$ cat src/design/dac_ctrl_params.svh
`ifndef DAC_CTRL_PARAMS_SVH
`define DAC_CTRL_PARAMS_SVH

// Clock and link timing
`define CLK_PERIOD_NS 50
`define SCLK_HALF_NS 200
`define SCLK_HALF_CYC ((`SCLK_HALF_NS + `CLK_PERIOD_NS - 1) / `CLK_PERIOD_NS)
`define WR_PULSE_NS 100
`define WR_PULSE_CYC ((`WR_PULSE_NS + `CLK_PERIOD_NS - 1) / `CLK_PERIOD_NS)
`define UPD_PULSE_NS 100
`define UPD_PULSE_CYC ((`UPD_PULSE_NS + `CLK_PERIOD_NS - 1) / `CLK_PERIOD_NS)
`define CNT_W 4
`define BIT_CNT_W 5

// Stream layout
`define FRAME_BITS 16
`define DATA_BITS 14
`define PAD_BITS 2

// Register map, byte addresses
`define ADR_W 8
`define REG_CTRL 8'h00
`define REG_DATA 8'h04
`define REG_UPDATE 8'h08
`define REG_STATUS 8'h0c

// Control fields
`define CTRL_W 4
`define CTRL_SERIAL 0
`define CTRL_MSB_FIRST 1
`define CTRL_ALIGN 2
`define CTRL_AUTO_UPD 3
`define CTRL_RESET 4'h0

// Status fields
`define STAT_BUSY 0
`define STAT_DROP 1
`define STAT_PEND 2

`endif

$ cat src/design/dac_ctrl_pkg.sv
`include "dac_ctrl_params.svh"

package dac_ctrl_pkg;
  typedef enum logic [3:0] {
    ST_IDLE = 4'h1,
    ST_PWR = 4'h2,
    ST_SER = 4'h4,
    ST_UPD = 4'h8
  } ctrl_state_e;

  typedef enum logic [2:0] {
    TX_IDLE = 3'h1,
    TX_SHIFT = 3'h2,
    TX_GAP = 3'h4
  } tx_state_e;

  typedef logic [`DATA_BITS-1:0] sample_t;
  typedef logic [`FRAME_BITS-1:0] frame_t;
  typedef logic [`CNT_W-1:0] cnt_t;
endpackage

$ cat src/design/dac_serial_tx.sv
`include "dac_ctrl_params.svh"

module dac_serial_tx
  import dac_ctrl_pkg::*;
(
  // Clock and reset
  input wire logic clk,
  input wire logic rst_n,
  // Word request
  input wire logic start,
  input wire frame_t word,
  output logic busy,
  output logic done,
  // Serial pins
  output logic sclk,
  output logic sync_n,
  output logic sdata
);

  tx_state_e state_reg, state_next;
  cnt_t half_reg, half_next;
  logic [`BIT_CNT_W-1:0] bit_reg, bit_next;
  frame_t shift_reg, shift_next;
  logic sclk_reg, sclk_next;
  logic sync_n_reg, sync_n_next;

  //////////////////////////////////////////////////////////////////////
  // Data moves on rising edges so it is settled at every falling edge
  always_comb begin
    state_next = state_reg;
    half_next = half_reg;
    bit_next = bit_reg;
    shift_next = shift_reg;
    sclk_next = sclk_reg;
    sync_n_next = sync_n_reg;
    done = 1'b0;
    case (state_reg)
      TX_IDLE: begin
        if (start) begin
          shift_next = word;
          sync_n_next = 1'b0;
          sclk_next = 1'b1;
          half_next = '0;
          bit_next = '0;
          state_next = TX_SHIFT;
        end
      end
      TX_SHIFT: begin
        if (half_reg == `CNT_W'(`SCLK_HALF_CYC - 1)) begin
          half_next = '0;
          if (sclk_reg) begin
            sclk_next = 1'b0;
          end else if (bit_reg == `BIT_CNT_W'(`FRAME_BITS - 1)) begin
            // Frame ends only after the sixteenth falling edge
            sclk_next = 1'b1;
            sync_n_next = 1'b1;
            state_next = TX_GAP;
          end else begin
            sclk_next = 1'b1;
            shift_next = {shift_reg[`FRAME_BITS-2:0], 1'b0};
            bit_next = bit_reg + `BIT_CNT_W'(1);
          end
        end else begin
          half_next = half_reg + `CNT_W'(1);
        end
      end
      TX_GAP: begin
        if (half_reg == `CNT_W'(`SCLK_HALF_CYC - 1)) begin
          half_next = '0;
          done = 1'b1;
          state_next = TX_IDLE;
        end else begin
          half_next = half_reg + `CNT_W'(1);
        end
      end
      default: begin
        state_next = TX_IDLE;
        sclk_next = 1'b1;
        sync_n_next = 1'b1;
      end
    endcase
  end

  always_ff @(posedge clk or negedge rst_n) begin
    if (!rst_n) begin
      state_reg <= TX_IDLE;
      half_reg <= '0;
      bit_reg <= '0;
      shift_reg <= '0;
      sclk_reg <= 1'b1;
      sync_n_reg <= 1'b1;
    end else begin
      state_reg <= state_next;
      half_reg <= half_next;
      bit_reg <= bit_next;
      shift_reg <= shift_next;
      sclk_reg <= sclk_next;
      sync_n_reg <= sync_n_next;
    end
  end

  assign busy = (state_reg != TX_IDLE);
  assign sclk = sclk_reg;
  assign sync_n = sync_n_reg;
  assign sdata = shift_reg[`FRAME_BITS-1];

  //////////////////////////////////////////////////////////////////////
  // Checks
  logic sclk_d_reg;
  logic [`BIT_CNT_W-1:0] falls_reg;
  always_ff @(posedge clk or negedge rst_n) begin
    if (!rst_n) begin
      sclk_d_reg <= 1'b1;
      falls_reg <= '0;
    end else begin
      sclk_d_reg <= sclk_reg;
      if (sync_n_reg) begin
        falls_reg <= '0;
      end else if (sclk_d_reg && !sclk_reg) begin
        falls_reg <= falls_reg + `BIT_CNT_W'(1);
      end
    end
  end
endmodule

$ cat src/design/dac_host_ctrl.sv
// Summary of operation
// - Separate update register gives double buffering.
// - Data stable at each falling serial clock.
// - Data changes on rising edge, no inversion.
// - Frame sync driven active low during data.
// - One gated sixteen-bit word per update.
// - LSB first: order low, alignment high.
// - MSB first end-framed: order high, alignment low.
// - Controller drives update strobe with serial timing.
`include "dac_ctrl_params.svh"

module dac_host_ctrl
  import dac_ctrl_pkg::*;
(
  // Clock and reset
  input wire logic ref_clk,
  input wire logic rst_n,
  // Wishbone slave
  input wire logic wb_cyc,
  input wire logic wb_stb,
  input wire logic wb_we,
  input wire logic [`ADR_W-1:0] wb_adr,
  input wire logic [3:0] wb_sel,
  input wire logic [31:0] wb_wdata,
  output logic [31:0] wb_rdata,
  output logic wb_ack,
  // Converter parallel pins
  output logic [`DATA_BITS-1:0] dac_data,
  output logic dac_cs_n,
  output logic dac_wr_n,
  output logic dac_update_strobe_n,
  output logic dac_serial_sel,
  // Converter serial pins
  output logic dac_sclk,
  output logic dac_sync_n,
  output logic dac_sdata,
  output logic dac_bit_order,
  output logic stream_alignment_select
);

  //////////////////////////////////////////////////////////////////////
  // Reset release
  logic rst_meta_reg, rst_sync_reg, rst_n_s;
  always_ff @(posedge ref_clk or negedge rst_n) begin
    if (!rst_n) begin
      rst_meta_reg <= 1'b0;
      rst_sync_reg <= 1'b0;
    end else begin
      rst_meta_reg <= 1'b1;
      rst_sync_reg <= rst_meta_reg;
    end
  end
  assign rst_n_s = rst_sync_reg;

  //////////////////////////////////////////////////////////////////////
  // Bus decode and byte lanes
  logic [31:0] lane_mask, wmerge_ctrl, wmerge_data;
  logic req, wr_req;
  logic [`CTRL_W-1:0] ctrl_reg, ctrl_next;
  sample_t sample_reg, sample_next;

  genvar b;
  generate
    for (b = 0; b < 4; b++) begin : g_lane
      assign lane_mask[8*b +: 8] = {8{wb_sel[b]}};
    end
  endgenerate

  assign req = wb_cyc & wb_stb & ~wb_ack;
  assign wr_req = req & wb_we;
  assign wmerge_ctrl = ({28'h0, ctrl_reg} & ~lane_mask)
                     | (wb_wdata & lane_mask);
  assign wmerge_data = ({18'h0, sample_reg} & ~lane_mask)
                     | (wb_wdata & lane_mask);

  //////////////////////////////////////////////////////////////////////
  // Frame word: two pad bits lead or trail, bit order per control
  sample_t sample_rev, sample_ord;
  frame_t frame_word;
  genvar i;
  generate
    for (i = 0; i < `DATA_BITS; i++) begin : g_rev
      assign sample_rev[i] = sample_reg[`DATA_BITS-1-i];
    end
  endgenerate
  assign sample_ord = ctrl_reg[`CTRL_MSB_FIRST] ? sample_reg : sample_rev;
  assign frame_word = ctrl_reg[`CTRL_ALIGN] ?
    {sample_ord, {`PAD_BITS{1'b0}}} :
    {{`PAD_BITS{1'b0}}, sample_ord};

  //////////////////////////////////////////////////////////////////////
  // Sequencer
  ctrl_state_e state_reg, state_next;
  cnt_t cnt_reg, cnt_next;
  logic cs_n_reg, cs_n_next;
  logic wr_n_reg, wr_n_next;
  logic upd_n_reg, upd_n_next;
  logic drop_reg, drop_next;
  logic pend_reg, pend_next;
  logic ack_next;
  logic [31:0] rdata_reg, rdata_next;
  logic tx_start, tx_busy, tx_done;
  logic hit_ctrl, hit_data, hit_upd, hit_stat, idle;

  assign hit_ctrl = wr_req && wb_adr == `REG_CTRL;
  assign hit_data = wr_req && wb_adr == `REG_DATA && |wb_sel[1:0];
  assign hit_upd = wr_req && wb_adr == `REG_UPDATE;
  assign hit_stat = wr_req && wb_adr == `REG_STATUS;
  assign idle = (state_reg == ST_IDLE);

  always_comb begin
    state_next = state_reg;
    cnt_next = cnt_reg;
    cs_n_next = cs_n_reg;
    wr_n_next = wr_n_reg;
    upd_n_next = upd_n_reg;
    ctrl_next = ctrl_reg;
    sample_next = sample_reg;
    pend_next = pend_reg;
    drop_next = drop_reg;
    tx_start = 1'b0;
    ack_next = req;
    rdata_next = rdata_reg;
    if (hit_stat && wb_sel[0] && wb_wdata[`STAT_DROP]) begin
      drop_next = 1'b0;
    end
    // Manual updates asked for while busy wait here
    if (hit_upd && !ctrl_reg[`CTRL_AUTO_UPD] && !idle) begin
      pend_next = 1'b1;
    end
    // Settings and data are only taken while idle
    if ((hit_ctrl || hit_data) && (!idle || pend_reg)) begin
      drop_next = 1'b1;
    end
    case (state_reg)
      ST_IDLE: begin
        cnt_next = '0;
        if (pend_reg) begin
          pend_next = 1'b0;
          upd_n_next = 1'b0;
          state_next = ST_UPD;
        end else if (hit_ctrl) begin
          ctrl_next = wmerge_ctrl[`CTRL_W-1:0];
        end else if (hit_data) begin
          sample_next = wmerge_data[`DATA_BITS-1:0];
          if (ctrl_reg[`CTRL_SERIAL]) begin
            state_next = ST_SER;
          end else begin
            cs_n_next = 1'b0;
            wr_n_next = 1'b0;
            state_next = ST_PWR;
          end
        end else if (hit_upd && !ctrl_reg[`CTRL_AUTO_UPD]) begin
          upd_n_next = 1'b0;
          state_next = ST_UPD;
        end
      end
      ST_PWR: begin
        // Select stays low a cycle past the rising strobe for latch hold
        cnt_next = cnt_reg + `CNT_W'(1);
        if (cnt_reg == `CNT_W'(`WR_PULSE_CYC - 1)) begin
          wr_n_next = 1'b1;
        end else if (cnt_reg == `CNT_W'(`WR_PULSE_CYC)) begin
          cs_n_next = 1'b1;
          state_next = ST_IDLE;
        end
      end
      ST_SER: begin
        // Start is issued one cycle late so the word sees new data
        tx_start = !tx_busy && !tx_done && cnt_reg == '0;
        if (tx_start) begin
          cnt_next = `CNT_W'(1);
        end
        if (tx_done) begin
          state_next = ST_IDLE;
        end
      end
      ST_UPD: begin
        if (cnt_reg == `CNT_W'(`UPD_PULSE_CYC - 1)) begin
          upd_n_next = 1'b1;
          state_next = ST_IDLE;
        end else begin
          cnt_next = cnt_reg + `CNT_W'(1);
        end
      end
      default: begin
        state_next = ST_IDLE;
        cs_n_next = 1'b1;
        wr_n_next = 1'b1;
        upd_n_next = 1'b1;
      end
    endcase
    // Auto mode keeps the strobe tied low, as hardwired boards do
    if (ctrl_next[`CTRL_AUTO_UPD]) begin
      upd_n_next = 1'b0;
    end else if (state_next != ST_UPD) begin
      upd_n_next = 1'b1;
    end
    if (req) begin
      case (wb_adr)
        `REG_CTRL: rdata_next = {28'h0, ctrl_reg};
        `REG_DATA: rdata_next = {18'h0, sample_reg};
        `REG_STATUS: rdata_next = {29'h0, pend_reg, drop_reg, !idle};
        default: rdata_next = 32'h0;
      endcase
    end
  end

  always_ff @(posedge ref_clk or negedge rst_n_s) begin
    if (!rst_n_s) begin
      state_reg <= ST_IDLE;
      cnt_reg <= '0;
      cs_n_reg <= 1'b1;
      wr_n_reg <= 1'b1;
      upd_n_reg <= 1'b1;
      ctrl_reg <= `CTRL_RESET;
      sample_reg <= '0;
      pend_reg <= 1'b0;
      drop_reg <= 1'b0;
      wb_ack <= 1'b0;
      rdata_reg <= 32'h0;
    end else begin
      state_reg <= state_next;
      cnt_reg <= cnt_next;
      cs_n_reg <= cs_n_next;
      wr_n_reg <= wr_n_next;
      upd_n_reg <= upd_n_next;
      ctrl_reg <= ctrl_next;
      sample_reg <= sample_next;
      pend_reg <= pend_next;
      drop_reg <= drop_next;
      wb_ack <= ack_next;
      rdata_reg <= rdata_next;
    end
  end

  dac_serial_tx u_tx (
    .clk(ref_clk),
    .rst_n(rst_n_s),
    .start(tx_start),
    .word(frame_word),
    .busy(tx_busy),
    .done(tx_done),
    .sclk(dac_sclk),
    .sync_n(dac_sync_n),
    .sdata(dac_sdata)
  );

  assign wb_rdata = rdata_reg;
  assign dac_data = sample_reg;
  assign dac_cs_n = cs_n_reg;
  assign dac_wr_n = wr_n_reg;
  assign dac_update_strobe_n = upd_n_reg;
  assign dac_serial_sel = ctrl_reg[`CTRL_SERIAL];
  assign dac_bit_order = ctrl_reg[`CTRL_MSB_FIRST];
  assign stream_alignment_select = ctrl_reg[`CTRL_ALIGN];
endmodule

$ cat config.mk
export PLATFORM = sky130hd
export DESIGN_NAME = dac_host_ctrl
export DESIGN_NICKNAME = d
export VERILOG_FILES = /design/src/design/dac_ctrl_pkg.sv /design/src/design/dac_serial_tx.sv /design/src/design/dac_host_ctrl.sv
export VERILOG_INCLUDE_DIRS = /design/src /design/src/design
export SDC_FILE = /design/constraint.sdc
export NUM_CORES = 1
export LEC_CHECK = 0
export BUFFER_PORTS_ARGS = -buffer_cell sky130_fd_sc_hd__buf_2
export CAP_MARGIN = 5
export CORE_AREA = 5 5 94 118
export CTS_BUF_LIST = sky130_fd_sc_hd__clkbuf_16
export CTS_CLUSTER_SIZE = 40
export DETAILED_ROUTE_END_ITERATION = 16
export DIE_AREA = 0 0 99 123
export HOLD_SLACK_MARGIN = 0.1
export PLACE_DENSITY = 0.69
export SLEW_MARGIN = 30
export SYNTH_ARGS = -nofsm -noshare
export SYNTH_HDL_FRONTEND = slang
export SYNTH_SLANG_ARGS = --single-unit
$ cat constraint.sdc
create_clock -name ref_clk -period 7.2 [get_ports ref_clk]
set_input_delay 0.72 -clock ref_clk [delete_from_list [all_inputs] [get_ports ref_clk]]
set_output_delay 0.72 -clock ref_clk [all_outputs]
set_load 0.1 [all_outputs]
==> results_dict.tcl <==
set metrics [dict create \
    hold_ws_ns 0.158 \
    synth_area_per_cell_sq_um 10.6 \
    cts_num_sinks 78 \
    clock_slew_seen_by_the_registers_of_the_worst_setup_and_hold_paths_ns 0.06 \
    reg_to_reg_critical_path_startpoint "state_reg[1]" \
    cts_repair_resize_count 0 \
    cts_htree_levels 3 \
    detailedRoute.firstPassIterationCount 4 \
    timing_hold_violations_final 0 \
    critical_path.startpoint_type "register" \
    drt_wl_total_um 9200 \
    power.density_mw_per_mm2 203 \
    die_height_um 123 \
    arrival_time_of_data_at_the_critical_path_endpoint_ns 1.84 \
    p_clk_frac 0.473 \
    cts_hold_buffers_added 0 \
    postCtsSetupRepairBufs 0 \
    ant_nets 0 \
    grt_max_degree 77 \
    ir_drop_mv 0.120 \
    internal_power_mw 0.757 \
    syn_area_sq_mm 0.00430 \
    placeable_core_region_sq_mm 0.00990 \
    post-place-cells 581 \
    antenna_cells_inserted 0 \
    grt_pass1_wl_um 15500 \
    final_net_count 519 \
    die_width_um 99 \
    synth_seq_cells 78 \
    switching_share 0.248 \
    max_cap_viol_count 0 \
    grt-ovfl-total 0 \
    path_class "register to primary output" \
    synth-async-reset-ratio 1.00 \
    yosys_warnings 0 \
    timing_max_transition_violations_final 0 \
    run_status "completed" \
    critPathBufInv 1 \
    clock_network_latency_to_the_later_pin_of_the_worst_skew_pair_ns 0.34 \
    grt_setup_unrepaired "false" \
    post-dp-hpwl_um 6600 \
    power_switching_mw 0.250 \
    via_count 3229 \
    total_routing_resource_utilization_after_global_routing 0.157 \
    synth_seq_area_share 0.456 \
    synthFlopType "sky130_fd_sc_hd__dfrtp_1" \
    areaGrowthSynthToFinish_pct 15.3 \
    final.period_utilization 0.355 \
    slew_headroom 0.408 \
    delay_of_the_slowest_cell_on_the_worst_path_ns 0.92 \
    max_freq_mhz 391 \
    initial_antenna_violation_count 0 \
    hold_class "input port to async pin" \
    floorplan.initialDensity 0.435 \
    tritoncts.num_buffers 9 \
    final_layout_size_suffix_gt1_frac 0.280 \
    fin_worst_skew_ns 0.00627 \
    fin_total_pwr_mw 1.01 \
    seq_power_share 0.442 \
    path_delay_family "flip-flops" \
    clk_root_buffer_cell "sky130_fd_sc_hd__clkbuf_16" \
    worst_margin_slew_ns 0.888 \
    largest_buffer_count_on_any_clock_path 2 \
    ys_types 58 \
    list_of_cells_traversed_by_the_critical_path "buf_2" \
    crit_fanout 20 \
    port_buffers 66 \
    final_cells 597 \
    detailedRoute.firstIterationViolations 249 \
    filler_cell_count 882 \
    critPathCaptureType "primary output" \
    leakage_nw 2.37 \
    netlist_instances 406 \
    routability_driven_placement_congestion_ratio 0.843 \
    grt_pass1_vias 3236 \
    timing.final.crit_period_ns 2.56 \
    io_pins 105 \
    routed_wire_length_per_instance_um 15.4 \
    worstPathRequired_ns 6.48 \
    std_cell_rows 41 \
    fraction_of_power_consumed_by_combinational_cells 0.085 \
    die-area_sq_mm 0.0122 \
    worst_path_max_delay_cell "sky130_fd_sc_hd__dfrtp_1" \
    via_per_inst 5.41 \
    cts_tree "done" \
    synth_enable_flop_cells 0 \
    setup_viol 0 \
    post-route-drc-count 0 \
    fin_tns_setup_ns 0 \
]
Yosys cell counts, drive strengths merged, types with 9 or more instances:
cell type,count,area share
dfrtp,71,0.41
nor2,41,0.036
nand2,30,0.030
a21oi,26,0.030
buf,25,0.041
o21ai,24,0.028
mux2,20,0.065
mux2i,18,0.042
clkbuf,13,0.011
a22o,10,0.020
inv,10,0.0087
mux4,9,0.047
area by class of cell:
type                       count  area [sq um]  area share
clock inverter                 7          90.1      0.0182
multi-input combinational    297          2140       0.432
timing repair buffer          67           342      0.0689
sequential                    78          1960       0.396
tap                          129           161      0.0325
clock buffer                   9           225      0.0454
inverter                      10          37.5     0.00757
cell usage in the layout, fill, tap and decap left out, drive strengths merged, types with 3 or more instances in the layout:
cell / n
a211oi: 3
a21o: 5
a21oi: 26
a22o: 10
a22oi: 4
a31oi: 4
buf: 67
clkbuf: 9
clkinv: 3
conb: 19
dfrtp: 71
dfstp: 7
ha: 7
inv: 11
mux2: 20
mux2i: 18
mux4: 9
nand2: 30
nand2b: 6
nand3: 6
nand3b: 4
nand4: 4
nor2: 41
nor2b: 3
nor3: 4
nor3b: 6
nor4: 4
nor4b: 3
o21ai: 24
xnor2: 5
xor2: 3
per-layer routing:
metal | wire [um] | track usage | vias up
li1 | - | - | 1549
met1 | 3980 | 0.197 | 1584
met2 | 4640 | 0.264 | 84
met3 | 439 | 0.0327 | 12
met4 | 149 | 0.0640 | 0
met5 | 0 | 0 | -
final timing paths:
path / end / slack [ns] / cells after the start
max: dac_bit_order / 4.64 / 1
min: rst_n_s / 0.16 / 1
max reg2reg: register / 4.67 / 5
min reg2reg: rst_n_s / 0.36 / 0
max in group asynchronous: u_tx.shift_reg[9] / 6.36 / 1
min in group ref_clk: rst_n_s / 0.36 / 0
power groups by stage:
| stage | logic [mW] | registers (mW) | clock network (mW) |
|---|---|---|---|
| global route | 0.0909 | 0.445 | 0.506 |
| floorplan | 0.0649 | 0.465 | 0 |
| finish | 0.0853 | 0.445 | 0.476 |
| detailed placement | 0.0859 | 0.453 | 0 |
| global placement | 0.0852 | 0.453 | 0 |
| CTS | 0.0859 | 0.445 | 0.485 |
stage by stage:
stage          utilization  cell area [sq um]  setup slack (ns)
2_1_floorplan            -               4370              4.63
3_3_place_gp         0.469               4640              4.34
3_5_place_dp         0.469               4640              4.32
4_1_cts              0.501               4960              4.61
5_1_grt              0.501               4960              4.53
6_report             0.501               4960              4.64
logic make-up (layout without fill, tap and decap cells):
logic type / count (synthesis) / count (layout) / share of synthesized area
XOR/XNOR: 8 / 8 / 0.0163
AO/OA/AOI/OAI: 91 / 91 / 0.135
multiplexers: 47 / 47 / 0.154
AND/OR/NAND/NOR: 125 / 125 / 0.156
adder cells (fa/ha/maj): 7 / 7 / 0.0204
buffers and inverters: 48 / 93 / 0.0614
flip-flops: 78 / 78 / 0.456
other: 2 / 19 / 0.00175
No activity file was read; power rests on OpenSTA's default activity.
